File: config.mk
export PLATFORM = sky130hd
export DESIGN_NAME = vmc_carrier_slave
export DESIGN_NICKNAME = d
export VERILOG_FILES = /design/src/vmc_pkg.sv /design/src/vmc_ip_tick.sv /design/src/vmc_carrier_slave.sv
export SDC_FILE = /design/constraint.sdc
export NUM_CORES = 1
export LEC_CHECK = 0
export BUFFER_PORTS_ARGS = -buffer_cell sky130_fd_sc_hd__buf_4
export CAP_MARGIN = 20
export CORE_UTILIZATION = 46
export CTS_CLUSTER_DIAMETER = 80
export DETAILED_ROUTE_END_ITERATION = 16
export PLACE_DENSITY = 0.79
export RECOVER_POWER = 50
export SYNTH_ARGS = -nofsm -noshare
export SYNTH_HDL_FRONTEND = slang
export SYNTH_SLANG_ARGS = --single-unit
File: constraint.sdc
create_clock -name clock -period 2.1 [get_ports clock]
set_input_delay 0.105 -clock clock [delete_from_list [all_inputs] [get_ports clock]]
set_output_delay 0.105 -clock clock [all_outputs]
set_load 0.1 [all_outputs]
File: src/vmc_pkg.sv
// Constants and carrier types shared by the carrier slave files
package vmc_pkg;
    localparam int CLK_MHZ = 125;
    localparam int CONFIG_MS = 145;
    localparam int CONFIG_CYC = CONFIG_MS * CLK_MHZ * 1000;
    localparam int XFER_NS = 450;
    localparam int XFER_CYC = XFER_NS * CLK_MHZ / 1000;
    localparam int IP_MHZ = 8;
    localparam int IP_WAIT_NS = 125;
    localparam int IP_ACC_STEP = IP_MHZ;
    localparam int IP_ACC_MOD = CLK_MHZ * IP_WAIT_NS * IP_MHZ / 1000;
    localparam int CNT_W = 7;
    localparam int CFG_W = 25;
    localparam int SLOTS = 4;
    localparam logic [7:0] OFF_STATUS = 8'hC1;
    localparam logic [7:0] OFF_MEM_EN = 8'hC7;
    localparam logic [7:0] OFF_BASE0 = 8'hD1;
    localparam logic [1:0] RGN_ID = 2'h2;
    localparam logic [1:0] RGN_UPPER = 2'h3;
    localparam int ST_READY_BIT = 0;
    localparam int BS_SIZE_LSB = 0;
    localparam int BS_BASE_LSB = 2;
    localparam int A24_MIN_BIT = 18;
    localparam logic [3:0] MEM_EN_RST = 4'h0;
    localparam logic [7:0] BASE_RST = 8'h00;
    localparam logic [5:0] AM_A16_USR = 6'h29;
    localparam logic [5:0] AM_A16_SUP = 6'h2D;
    localparam logic [5:0] AM_A24_UD = 6'h39;
    localparam logic [5:0] AM_A24_UP = 6'h3A;
    localparam logic [5:0] AM_A24_SD = 6'h3D;
    localparam logic [5:0] AM_A24_SP = 6'h3E;

    typedef enum logic [2:0] {K_NONE, K_CAR, K_IO, K_ID, K_MEM} vmc_kind_t;
    typedef enum logic [2:0] {S_IDLE, S_IP_SEL, S_IP_WAIT, S_HOLD, S_DONE} vmc_state_t;

    typedef struct packed {
        logic as_n;
        logic [1:0] ds_n;
        logic write_n;
        logic [5:0] am;
        logic [23:1] addr;
        logic [15:0] data;
    } vmc_vme_t;

    typedef struct packed {
        logic [3:0] iosel_n;
        logic [3:0] idsel_n;
        logic [3:0] memsel_n;
        logic [22:1] addr;
        logic rw_n;
        logic [1:0] bs_n;
    } vmc_ip_t;
endpackage

File: src/vmc_ip_tick.sv
// Module-side 8 MHz enable from a phase accumulator
`timescale 1ns/100ps
module vmc_ip_tick (
    input wire logic clock,
    input wire logic sys_rst,
    output logic tick
);
    logic [7:0] acc_r, acc_nxt;
    logic tick_r, tick_nxt;

    always_comb begin
        acc_nxt = acc_r + 8'(vmc_pkg::IP_ACC_STEP);
        tick_nxt = 1'b0;
        if (acc_nxt >= 8'(vmc_pkg::IP_ACC_MOD)) begin
            acc_nxt = acc_nxt - 8'(vmc_pkg::IP_ACC_MOD);
            tick_nxt = 1'b1;
        end
    end

    always_ff @(posedge clock) begin
        if (sys_rst) begin
            acc_r <= 8'h00;
            tick_r <= 1'b0;
        end else begin
            acc_r <= acc_nxt;
            tick_r <= tick_nxt;
        end
    end

    assign tick = tick_r;
endmodule

File: src/vmc_carrier_slave.sv
// Carrier slave: A16 window, A24 module memory, module-side cycles
// How it works
// - No transfer is acknowledged until the configuration delay after reset has elapsed.
// - All module control registers return to defaults whenever reset is applied.
// - Carrier register accesses are acknowledged a fixed 56 clocks (448 ns) after the cycle is taken.
// - Each module wait state adds one 125 ns module clock period to the module cycle, stretching the access once that cycle outlasts the base time.
// - Short accesses are decoded in a 1 KB window selected on a 1 KB boundary.
// - A status register is provided and the carrier carries no identification data.
// - The window holds I/O and ID blocks per slot plus carrier registers, rest unused.
// - A24 space answers for a slot only while that slot's memory enable is set.
// - Each enabled slot's A24 window comes from its own base and size register.
// - ID data sits on odd bytes only; the even lane of an ID read is zero.
`timescale 1ns/100ps
module vmc_carrier_slave #(
    parameter int CONFIG_CYC = vmc_pkg::CONFIG_CYC
) (
    input wire logic clock,
    input wire logic sys_rst,
    input wire logic [5:0] board_base,
    input vmc_pkg::vmc_vme_t vme,
    output logic [15:0] vme_data_out,
    output logic vme_data_oe,
    output logic vme_dtack_n,
    output logic vme_dtack_oe,
    output vmc_pkg::vmc_ip_t ip_bus,
    input wire logic [15:0] ip_data_in,
    output logic [15:0] ip_data_out,
    output logic ip_data_oe,
    input wire logic [3:0] ip_ack_n
);
    logic ip_tick;
    vmc_pkg::vmc_state_t state_r, state_nxt;
    vmc_pkg::vmc_kind_t kind_r, kind_nxt;
    logic [1:0] slot_r, slot_nxt;
    logic [vmc_pkg::CNT_W-1:0] cnt_r, cnt_nxt;
    logic [vmc_pkg::CFG_W-1:0] cfg_r, cfg_nxt;
    logic ready_r, ready_nxt;
    logic [3:0] mem_en_r, mem_en_nxt;
    logic [3:0][7:0] base_r, base_nxt;
    logic [15:0] dout_r, dout_nxt;
    logic doe_r, doe_nxt;
    logic dtack_n_r, dtack_n_nxt;
    vmc_pkg::vmc_ip_t ip_r, ip_nxt;
    logic [15:0] ipdo_r, ipdo_nxt;
    logic ipoe_r, ipoe_nxt;
    logic strobe;
    logic a16_hit;
    logic a24_hit;
    logic [1:0] a24_slot;
    logic dtack_oe_r, dtack_oe_nxt;
    localparam int CFG_W = vmc_pkg::CFG_W;
    localparam vmc_pkg::vmc_state_t S_IDLE = vmc_pkg::S_IDLE;
    localparam vmc_pkg::vmc_state_t S_IP_SEL = vmc_pkg::S_IP_SEL;
    localparam vmc_pkg::vmc_state_t S_IP_WAIT = vmc_pkg::S_IP_WAIT;
    localparam vmc_pkg::vmc_state_t S_HOLD = vmc_pkg::S_HOLD;
    localparam vmc_pkg::vmc_state_t S_DONE = vmc_pkg::S_DONE;
    localparam vmc_pkg::vmc_kind_t K_NONE = vmc_pkg::K_NONE;
    localparam vmc_pkg::vmc_kind_t K_CAR = vmc_pkg::K_CAR;
    localparam vmc_pkg::vmc_kind_t K_IO = vmc_pkg::K_IO;
    localparam vmc_pkg::vmc_kind_t K_ID = vmc_pkg::K_ID;
    localparam vmc_pkg::vmc_kind_t K_MEM = vmc_pkg::K_MEM;

    vmc_ip_tick u_tick (
        .clock(clock),
        .sys_rst(sys_rst),
        .tick(ip_tick)
    );

    function automatic logic is_a16(input logic [5:0] am);
        return am == vmc_pkg::AM_A16_USR || am == vmc_pkg::AM_A16_SUP;
    endfunction

    function automatic logic is_a24(input logic [5:0] am);
        return am == vmc_pkg::AM_A24_UD || am == vmc_pkg::AM_A24_UP
            || am == vmc_pkg::AM_A24_SD || am == vmc_pkg::AM_A24_SP;
    endfunction

    // Window of 256 KB shifted left by the size code
    function automatic logic win_hit(input logic [23:1] a, input logic [7:0] cfg);
        logic [23:0] mask;
        logic [23:0] base;
        mask = 24'hFFFFFF << (vmc_pkg::A24_MIN_BIT + int'(cfg[vmc_pkg::BS_SIZE_LSB +: 2]));
        base = {cfg[vmc_pkg::BS_BASE_LSB +: 6], 18'h00000};
        return (({a, 1'b0} ^ base) & mask) == 24'h000000;
    endfunction

    function automatic logic [7:0] reg_rd(input logic [7:1] off, input logic rdy,
                                          input logic [3:0] men, input logic [3:0][7:0] b);
        logic [7:0] v;
        v = 8'h00;
        if (off == vmc_pkg::OFF_STATUS[7:1]) begin
            v[vmc_pkg::ST_READY_BIT] = rdy;
        end else if (off == vmc_pkg::OFF_MEM_EN[7:1]) begin
            v = {4'h0, men};
        end else if (off[7:3] == vmc_pkg::OFF_BASE0[7:3]) begin
            v = b[off[2:1]];
        end
        return v;
    endfunction

    assign strobe = ~&vme.ds_n;

    assign a16_hit = is_a16(vme.am) && vme.addr[15:10] == board_base;

    always_comb begin
        a24_hit = 1'b0;
        a24_slot = 2'h0;
        for (int i = vmc_pkg::SLOTS - 1; i >= 0; i--) begin
            if (mem_en_r[i] && is_a24(vme.am) && win_hit(vme.addr, base_r[i])) begin
                a24_hit = 1'b1;
                a24_slot = 2'(i);
            end
        end
    end

    always_comb begin
        cfg_nxt = cfg_r;
        ready_nxt = ready_r;
        if (!ready_r) begin
            cfg_nxt = cfg_r + 1'b1;
            ready_nxt = (cfg_r == CFG_W'(CONFIG_CYC - 1));
        end
    end

    always_comb begin
        state_nxt = state_r;
        kind_nxt = kind_r;
        slot_nxt = slot_r;
        cnt_nxt = cnt_r;
        mem_en_nxt = mem_en_r;
        base_nxt = base_r;
        dout_nxt = dout_r;
        doe_nxt = doe_r;
        dtack_n_nxt = dtack_n_r;
        ip_nxt = ip_r;
        ipdo_nxt = ipdo_r;
        ipoe_nxt = ipoe_r;
        if (cnt_r != '1) begin
            cnt_nxt = cnt_r + 1'b1;
        end
        unique case (state_r)
            S_IDLE: begin
                cnt_nxt = '0;
                if (ready_r && !vme.as_n && strobe && (a16_hit || a24_hit)) begin
                    state_nxt = S_HOLD;
                    slot_nxt = a24_hit ? a24_slot : vme.addr[9:8];
                    ip_nxt.addr = vme.addr[22:1];
                    ip_nxt.rw_n = vme.write_n;
                    ip_nxt.bs_n = vme.ds_n;
                    ipdo_nxt = vme.data;
                    dout_nxt = 16'h0000;
                    kind_nxt = K_NONE;
                    if (a24_hit) begin
                        kind_nxt = K_MEM;
                    end else if (vme.addr[7:6] == vmc_pkg::RGN_ID) begin
                        kind_nxt = K_ID;
                    end else if (vme.addr[7:6] != vmc_pkg::RGN_UPPER) begin
                        kind_nxt = K_IO;
                    end else if (vme.addr[9:8] == 2'h0) begin
                        kind_nxt = K_CAR;
                    end
                    if (a24_hit || vme.addr[7:6] != vmc_pkg::RGN_UPPER) begin
                        state_nxt = S_IP_SEL;
                    end
                    if (!a24_hit && vme.addr[9:6] == {2'h0, vmc_pkg::RGN_UPPER}) begin
                        dout_nxt = {8'h00, reg_rd(vme.addr[7:1], ready_r, mem_en_r, base_r)};
                        if (!vme.write_n && !vme.ds_n[0]) begin
                            if (vme.addr[7:1] == vmc_pkg::OFF_MEM_EN[7:1]) begin
                                mem_en_nxt = vme.data[3:0];
                            end
                            if (vme.addr[7:3] == vmc_pkg::OFF_BASE0[7:3]) begin
                                base_nxt[vme.addr[2:1]] = vme.data[7:0];
                            end
                        end
                    end
                end
            end
            S_IP_SEL: begin
                if (ip_tick) begin
                    state_nxt = S_IP_WAIT;
                    ipoe_nxt = !ip_r.rw_n;
                    ip_nxt.iosel_n[slot_r] = !(kind_r == K_IO);
                    ip_nxt.idsel_n[slot_r] = !(kind_r == K_ID);
                    ip_nxt.memsel_n[slot_r] = !(kind_r == K_MEM);
                end
            end
            S_IP_WAIT: begin
                // each idle tick is one wait state
                if (ip_tick && !ip_ack_n[slot_r]) begin
                    state_nxt = S_HOLD;
                    ip_nxt.iosel_n = 4'hF;
                    ip_nxt.idsel_n = 4'hF;
                    ip_nxt.memsel_n = 4'hF;
                    ipoe_nxt = 1'b0;
                    // even lane of ID is zero
                    dout_nxt = (kind_r == K_ID) ? {8'h00, ip_data_in[7:0]} : ip_data_in;
                end
            end
            S_HOLD: begin
                // acknowledge after base time and module cycle
                if (cnt_r >= vmc_pkg::CNT_W'(vmc_pkg::XFER_CYC - 1)) begin
                    state_nxt = S_DONE;
                    dtack_n_nxt = 1'b0;
                    doe_nxt = ip_r.rw_n;
                end
            end
            S_DONE: begin
                if (!strobe) begin
                    state_nxt = S_IDLE;
                    dtack_n_nxt = 1'b1;
                    doe_nxt = 1'b0;
                end
            end
        endcase
        dtack_oe_nxt = !dtack_n_nxt;
    end

    always_ff @(posedge clock) begin
        if (sys_rst) begin
            state_r <= S_IDLE;
            kind_r <= K_NONE;
            slot_r <= 2'h0;
            cnt_r <= '0;
            cfg_r <= '0;
            ready_r <= 1'b0;
            mem_en_r <= vmc_pkg::MEM_EN_RST;
            base_r <= {4{vmc_pkg::BASE_RST}};
            dout_r <= 16'h0000;
            doe_r <= 1'b0;
            dtack_n_r <= 1'b1;
            dtack_oe_r <= 1'b0;
            ip_r <= '{iosel_n: 4'hF, idsel_n: 4'hF, memsel_n: 4'hF,
                      addr: '0, rw_n: 1'b1, bs_n: 2'h3};
            ipdo_r <= 16'h0000;
            ipoe_r <= 1'b0;
        end else begin
            state_r <= state_nxt;
            kind_r <= kind_nxt;
            slot_r <= slot_nxt;
            cnt_r <= cnt_nxt;
            cfg_r <= cfg_nxt;
            ready_r <= ready_nxt;
            mem_en_r <= mem_en_nxt;
            base_r <= base_nxt;
            dout_r <= dout_nxt;
            doe_r <= doe_nxt;
            dtack_n_r <= dtack_n_nxt;
            dtack_oe_r <= dtack_oe_nxt;
            ip_r <= ip_nxt;
            ipdo_r <= ipdo_nxt;
            ipoe_r <= ipoe_nxt;
        end
    end

    assign vme_data_out = dout_r;
    assign vme_data_oe = doe_r;
    assign vme_dtack_n = dtack_n_r;
    assign vme_dtack_oe = dtack_oe_r;
    assign ip_bus = ip_r;
    assign ip_data_out = ipdo_r;
    assign ip_data_oe = ipoe_r;

    a_no_ack_unready: assert property (@(posedge clock) disable iff (sys_rst)
        !ready_r |-> vme_dtack_n) else $error("acknowledge before ready");
    a_ready_delay: assert property (@(posedge clock) disable iff (sys_rst)
        $rose(ready_r) |-> cfg_r == CFG_W'(CONFIG_CYC)) else $error("ready at wrong time");
    a_regs_reset: assert property (@(posedge clock) disable iff (sys_rst)
        $past(sys_rst) |-> mem_en_r == 4'h0 && base_r == '0) else $error("controls not reset");
    a_car_ack_time: assert property (@(posedge clock) disable iff (sys_rst)
        $fell(vme_dtack_n) && kind_r == K_CAR |-> cnt_r == vmc_pkg::CNT_W'(vmc_pkg::XFER_CYC))
        else $error("carrier ack time wrong");
    a_wait_stretch: assert property (@(posedge clock) disable iff (sys_rst)
        state_r == S_IP_WAIT && ip_ack_n[slot_r] |=> state_r == S_IP_WAIT && vme_dtack_n)
        else $error("wait state not honoured");
    a_ack_after_ip: assert property (@(posedge clock) disable iff (sys_rst)
        $fell(vme_dtack_n) |-> &ip_bus.iosel_n && &ip_bus.idsel_n && &ip_bus.memsel_n
        && cnt_r >= vmc_pkg::CNT_W'(vmc_pkg::XFER_CYC)) else $error("ack during module cycle");
    a_mem_enable: assert property (@(posedge clock) disable iff (sys_rst)
        !ip_bus.memsel_n[slot_r] |-> mem_en_r[slot_r]) else $error("memory select disabled");
    a_id_even_zero: assert property (@(posedge clock) disable iff (sys_rst)
        vme_data_oe && kind_r == K_ID |-> vme_data_out[15:8] == 8'h00)
        else $error("id even lane not zero");
    a_one_select: assert property (@(posedge clock) disable iff (sys_rst)
        $onehot0(~{ip_bus.iosel_n, ip_bus.idsel_n, ip_bus.memsel_n}))
        else $error("several selects active");
endmodule

==> impl_metrics.ini <==
[global_routing]
gr-total-overflow = 0
grt_antenna_before_repair = 2
grt.total_usage = 0.3063
grt_pass1_vias = 7327
grt_pass1_wl_mm = 38.23
grt_max_degree = 64

[clock_network]
cts-htree-levels = 4
insertion_delay_ps = 450
clkSlewWorstSetupHoldPaths_ps = 70
cts_buffers = 17
cts_sinks = 159
cts_tree = done
cts_buffer_depth = 2
root_buffer = clkbuf_16

[timing]
finClkSkew_ps = 10.51
relSlewSlack = 0.1522
hold_viol = 0
fmax_mhz = 294.2
setup_viol = 107
rsz0062_at_grt = yes
min_period_over_period = 1.618
worst_slew_pin_slew_ps = 1260
drv_slew = 0
worst_slack_ps = -1299
post-route-min-period_ps = 3399
hold_slack_ps = 87.52

[route]
drtAntennaViolNets = 0
drc = 0
viasPerCell = 6.371
vias = 8091
firstDrtPassIters = 6
totalWireLength_mm = 31.41
drt-initial-drc-count = 1091
wire_per_inst_um = 24.73

[finish]
drive_gt1_frac = 0.3494
synthToLayoutAreaGrowth_pct = 51.49
fin_nets = 1152
antenna_cells = 0

[yosys]
ys.flop_type = dfxtp_1
synth_seq_cells = 159
synth_edf_count = 0
yosysTopAreaCell = dfxtp_1
synth_area_leaders = dfxtp_1, mux2i_1, nand2_1
syn_inst = 804
syn_avg_cell_area_um2 = 8.906
ys_seq_area_frac = 0.4445
synth.distinct_cells = 58
synth_area_um2 = 7161
ys_warn_count = 0
async_flop_share = 0
yosysMostFrequentCell = dfxtp_1
yosysTopAreaCellShare = 0.4445
synth_nets = 887
synth_common_cells = dfxtp_1, nand2_1, nor2_1

[critical_path]
crit_path_start_kind = register
worstPathMaxFanout = 8
path_class = register to register
crit_path_end_kind = register
required_ps = 2420
cp.arrival_ps = 3720

[pwr]
pwr-share-comb = 0.070
p_sw_frac = 0.2317
power_frac_seq = 0.427
leakagePower_uw = 0.004097
switching_power_uw = 1650
p_int_uw = 5473
power_uw = 7123
clkPwrFrac = 0.504
max-vdd-ir-drop_uv = 557.6
p_per_area_nw_per_um2 = 656.7

[place]
finalWeightedCongestion = 0.9024
portBuffers = 148
dp_slack_ps = -250.1
hpwl_mm = 14.23

[floorplan]
rows = 45
ioPinCount = 150
start_util = 0.4710
fp.coreArea_um2 = 15200
fp.dieArea_um2 = 16070
die_h_um = 126.8
die_w_um = 126.8

[job]
maxCapViolations = 0

[run_status]
status = complete, but fails checks
violations = setup timing

[min_path]
hold_path.class = input port to register
==> final timing paths <==
check	end	from	slack [ps]	depth (start not counted)
worst max-delay path	ip_bus[21]$_SDFFE_PP0P_	base_r[11]$_SDFFE_PP0P_	-1300	8
worst min-delay path	ip_bus[3]$_SDFFE_PP0P_	vme[16]	90	3
worst max register to register	ip_bus[21]$_SDFFE_PP0P_	base_r[11]$_SDFFE_PP0P_	-1300	8
worst min register to register	ip_data_out[7]$_SDFFE_PP0P_	ip_data_out[7]$_SDFFE_PP0P_	460	2
==> cell families after synthesis <==
group	count (synthesis)	share of synthesized area
adders and majority gates	6	0.01048
buffers and inverters	58	0.03704
AOI/OAI and AO/OA	137	0.1206
xor gates and xnor gates	58	0.07094
DFF	159	0.4445
muxes	60	0.09960
and+or+nand+nor	326	0.2168
==> final cells by class <==
class	count	area, um2
sequential	159	3196
multi-input combinational	587	4267
inverter	12	45.04
clock inverter	12	206.4
clock buffer	20	466.7
fill	945	4354
tap	188	235.2
timing repair buffer	292	2432
==> registers in the layout, summed over array words and instances, names as in the netlist, 2 cells and up <==
name          flops
ip_data_out      16
u_tick.acc_r      8
vme_data_out     16
ip_bus           37
cnt_r             7
kind_r            3
cfg_r            25
base_r           32
slot_r            2
state_r           3
mem_en_r          4
==> cells in the final DEF (no fill, tap or decap), types with 20 or more instances in the layout <==
cell	instances
buf_4	195
dlygate4sd3_1	48
nor2_1	95
dfxtp_1	149
clkbuf_16	20
a21oi_2	25
mux2i_1	48
xnor2_1	37
clkbuf_1	22
a21oi_1	39
nand2_1	96
==> critical path, stage by stage (launching register included) <==
cell and delay [ps]:
dfxtp_1 330, xnor2_1 530, o21ai_1 450, a2111oi_2 610, or4_4 300, o21ba_4 260
buf_6 160, nand2_1 220, a21oi_1 400
==> power groups by stage <==
| stage | Clock, uW | Sequential (uW) | Combinational (uW) |
|---|---|---|---|
| finish | 3590 | 3040 | 497 |
| global route | 3720 | 3040 | 512 |
| CTS | 3500 | 3040 | 417 |
| detailed placement | 0 | 3100 | 324 |
| global placement | 0 | 3100 | 320 |
| floorplan | 0 | 3100 | 153 |
==> what timing repair did <==
action                                  CTS  global route
hold endpoints to repair                 88             0
resized for setup                        38           115
endpoints found under the setup margin   98           114
setup buffers                            11             5
cloned                                    2             4
pin swaps                                34            57
hold buffers                             48             0
==> stage by stage <==
| stage | utilization | std cells | area [um2] | TNS [ps] |
|---|---|---|---|---|
| 3_5_place_dp | 0.5867 | 1170 | 8919 | -12430 |
| 3_3_place_gp | 0.5867 | 1170 | 8919 | -3080 |
| 6_report | 0.7136 | 1270 | 10850 | -72480 |
| 4_1_cts | 0.6816 | 1263 | 10360 | -3003 |
| 2_1_floorplan | - | 804 | 7178 | -70.63 |
| 5_1_grt | 0.7136 | 1270 | 10850 | -80250 |
==> routing by layer <==
layer	up-vias	global-route usage	wire length [um]
li1	3325	-	-
met1	3733	0.3449	10270
met2	719	0.5158	14070
met3	308	0.09363	3967
met4	6	0.1758	3032
met5	-	0	74
Note: power is estimated with default switching activity, not from simulation.
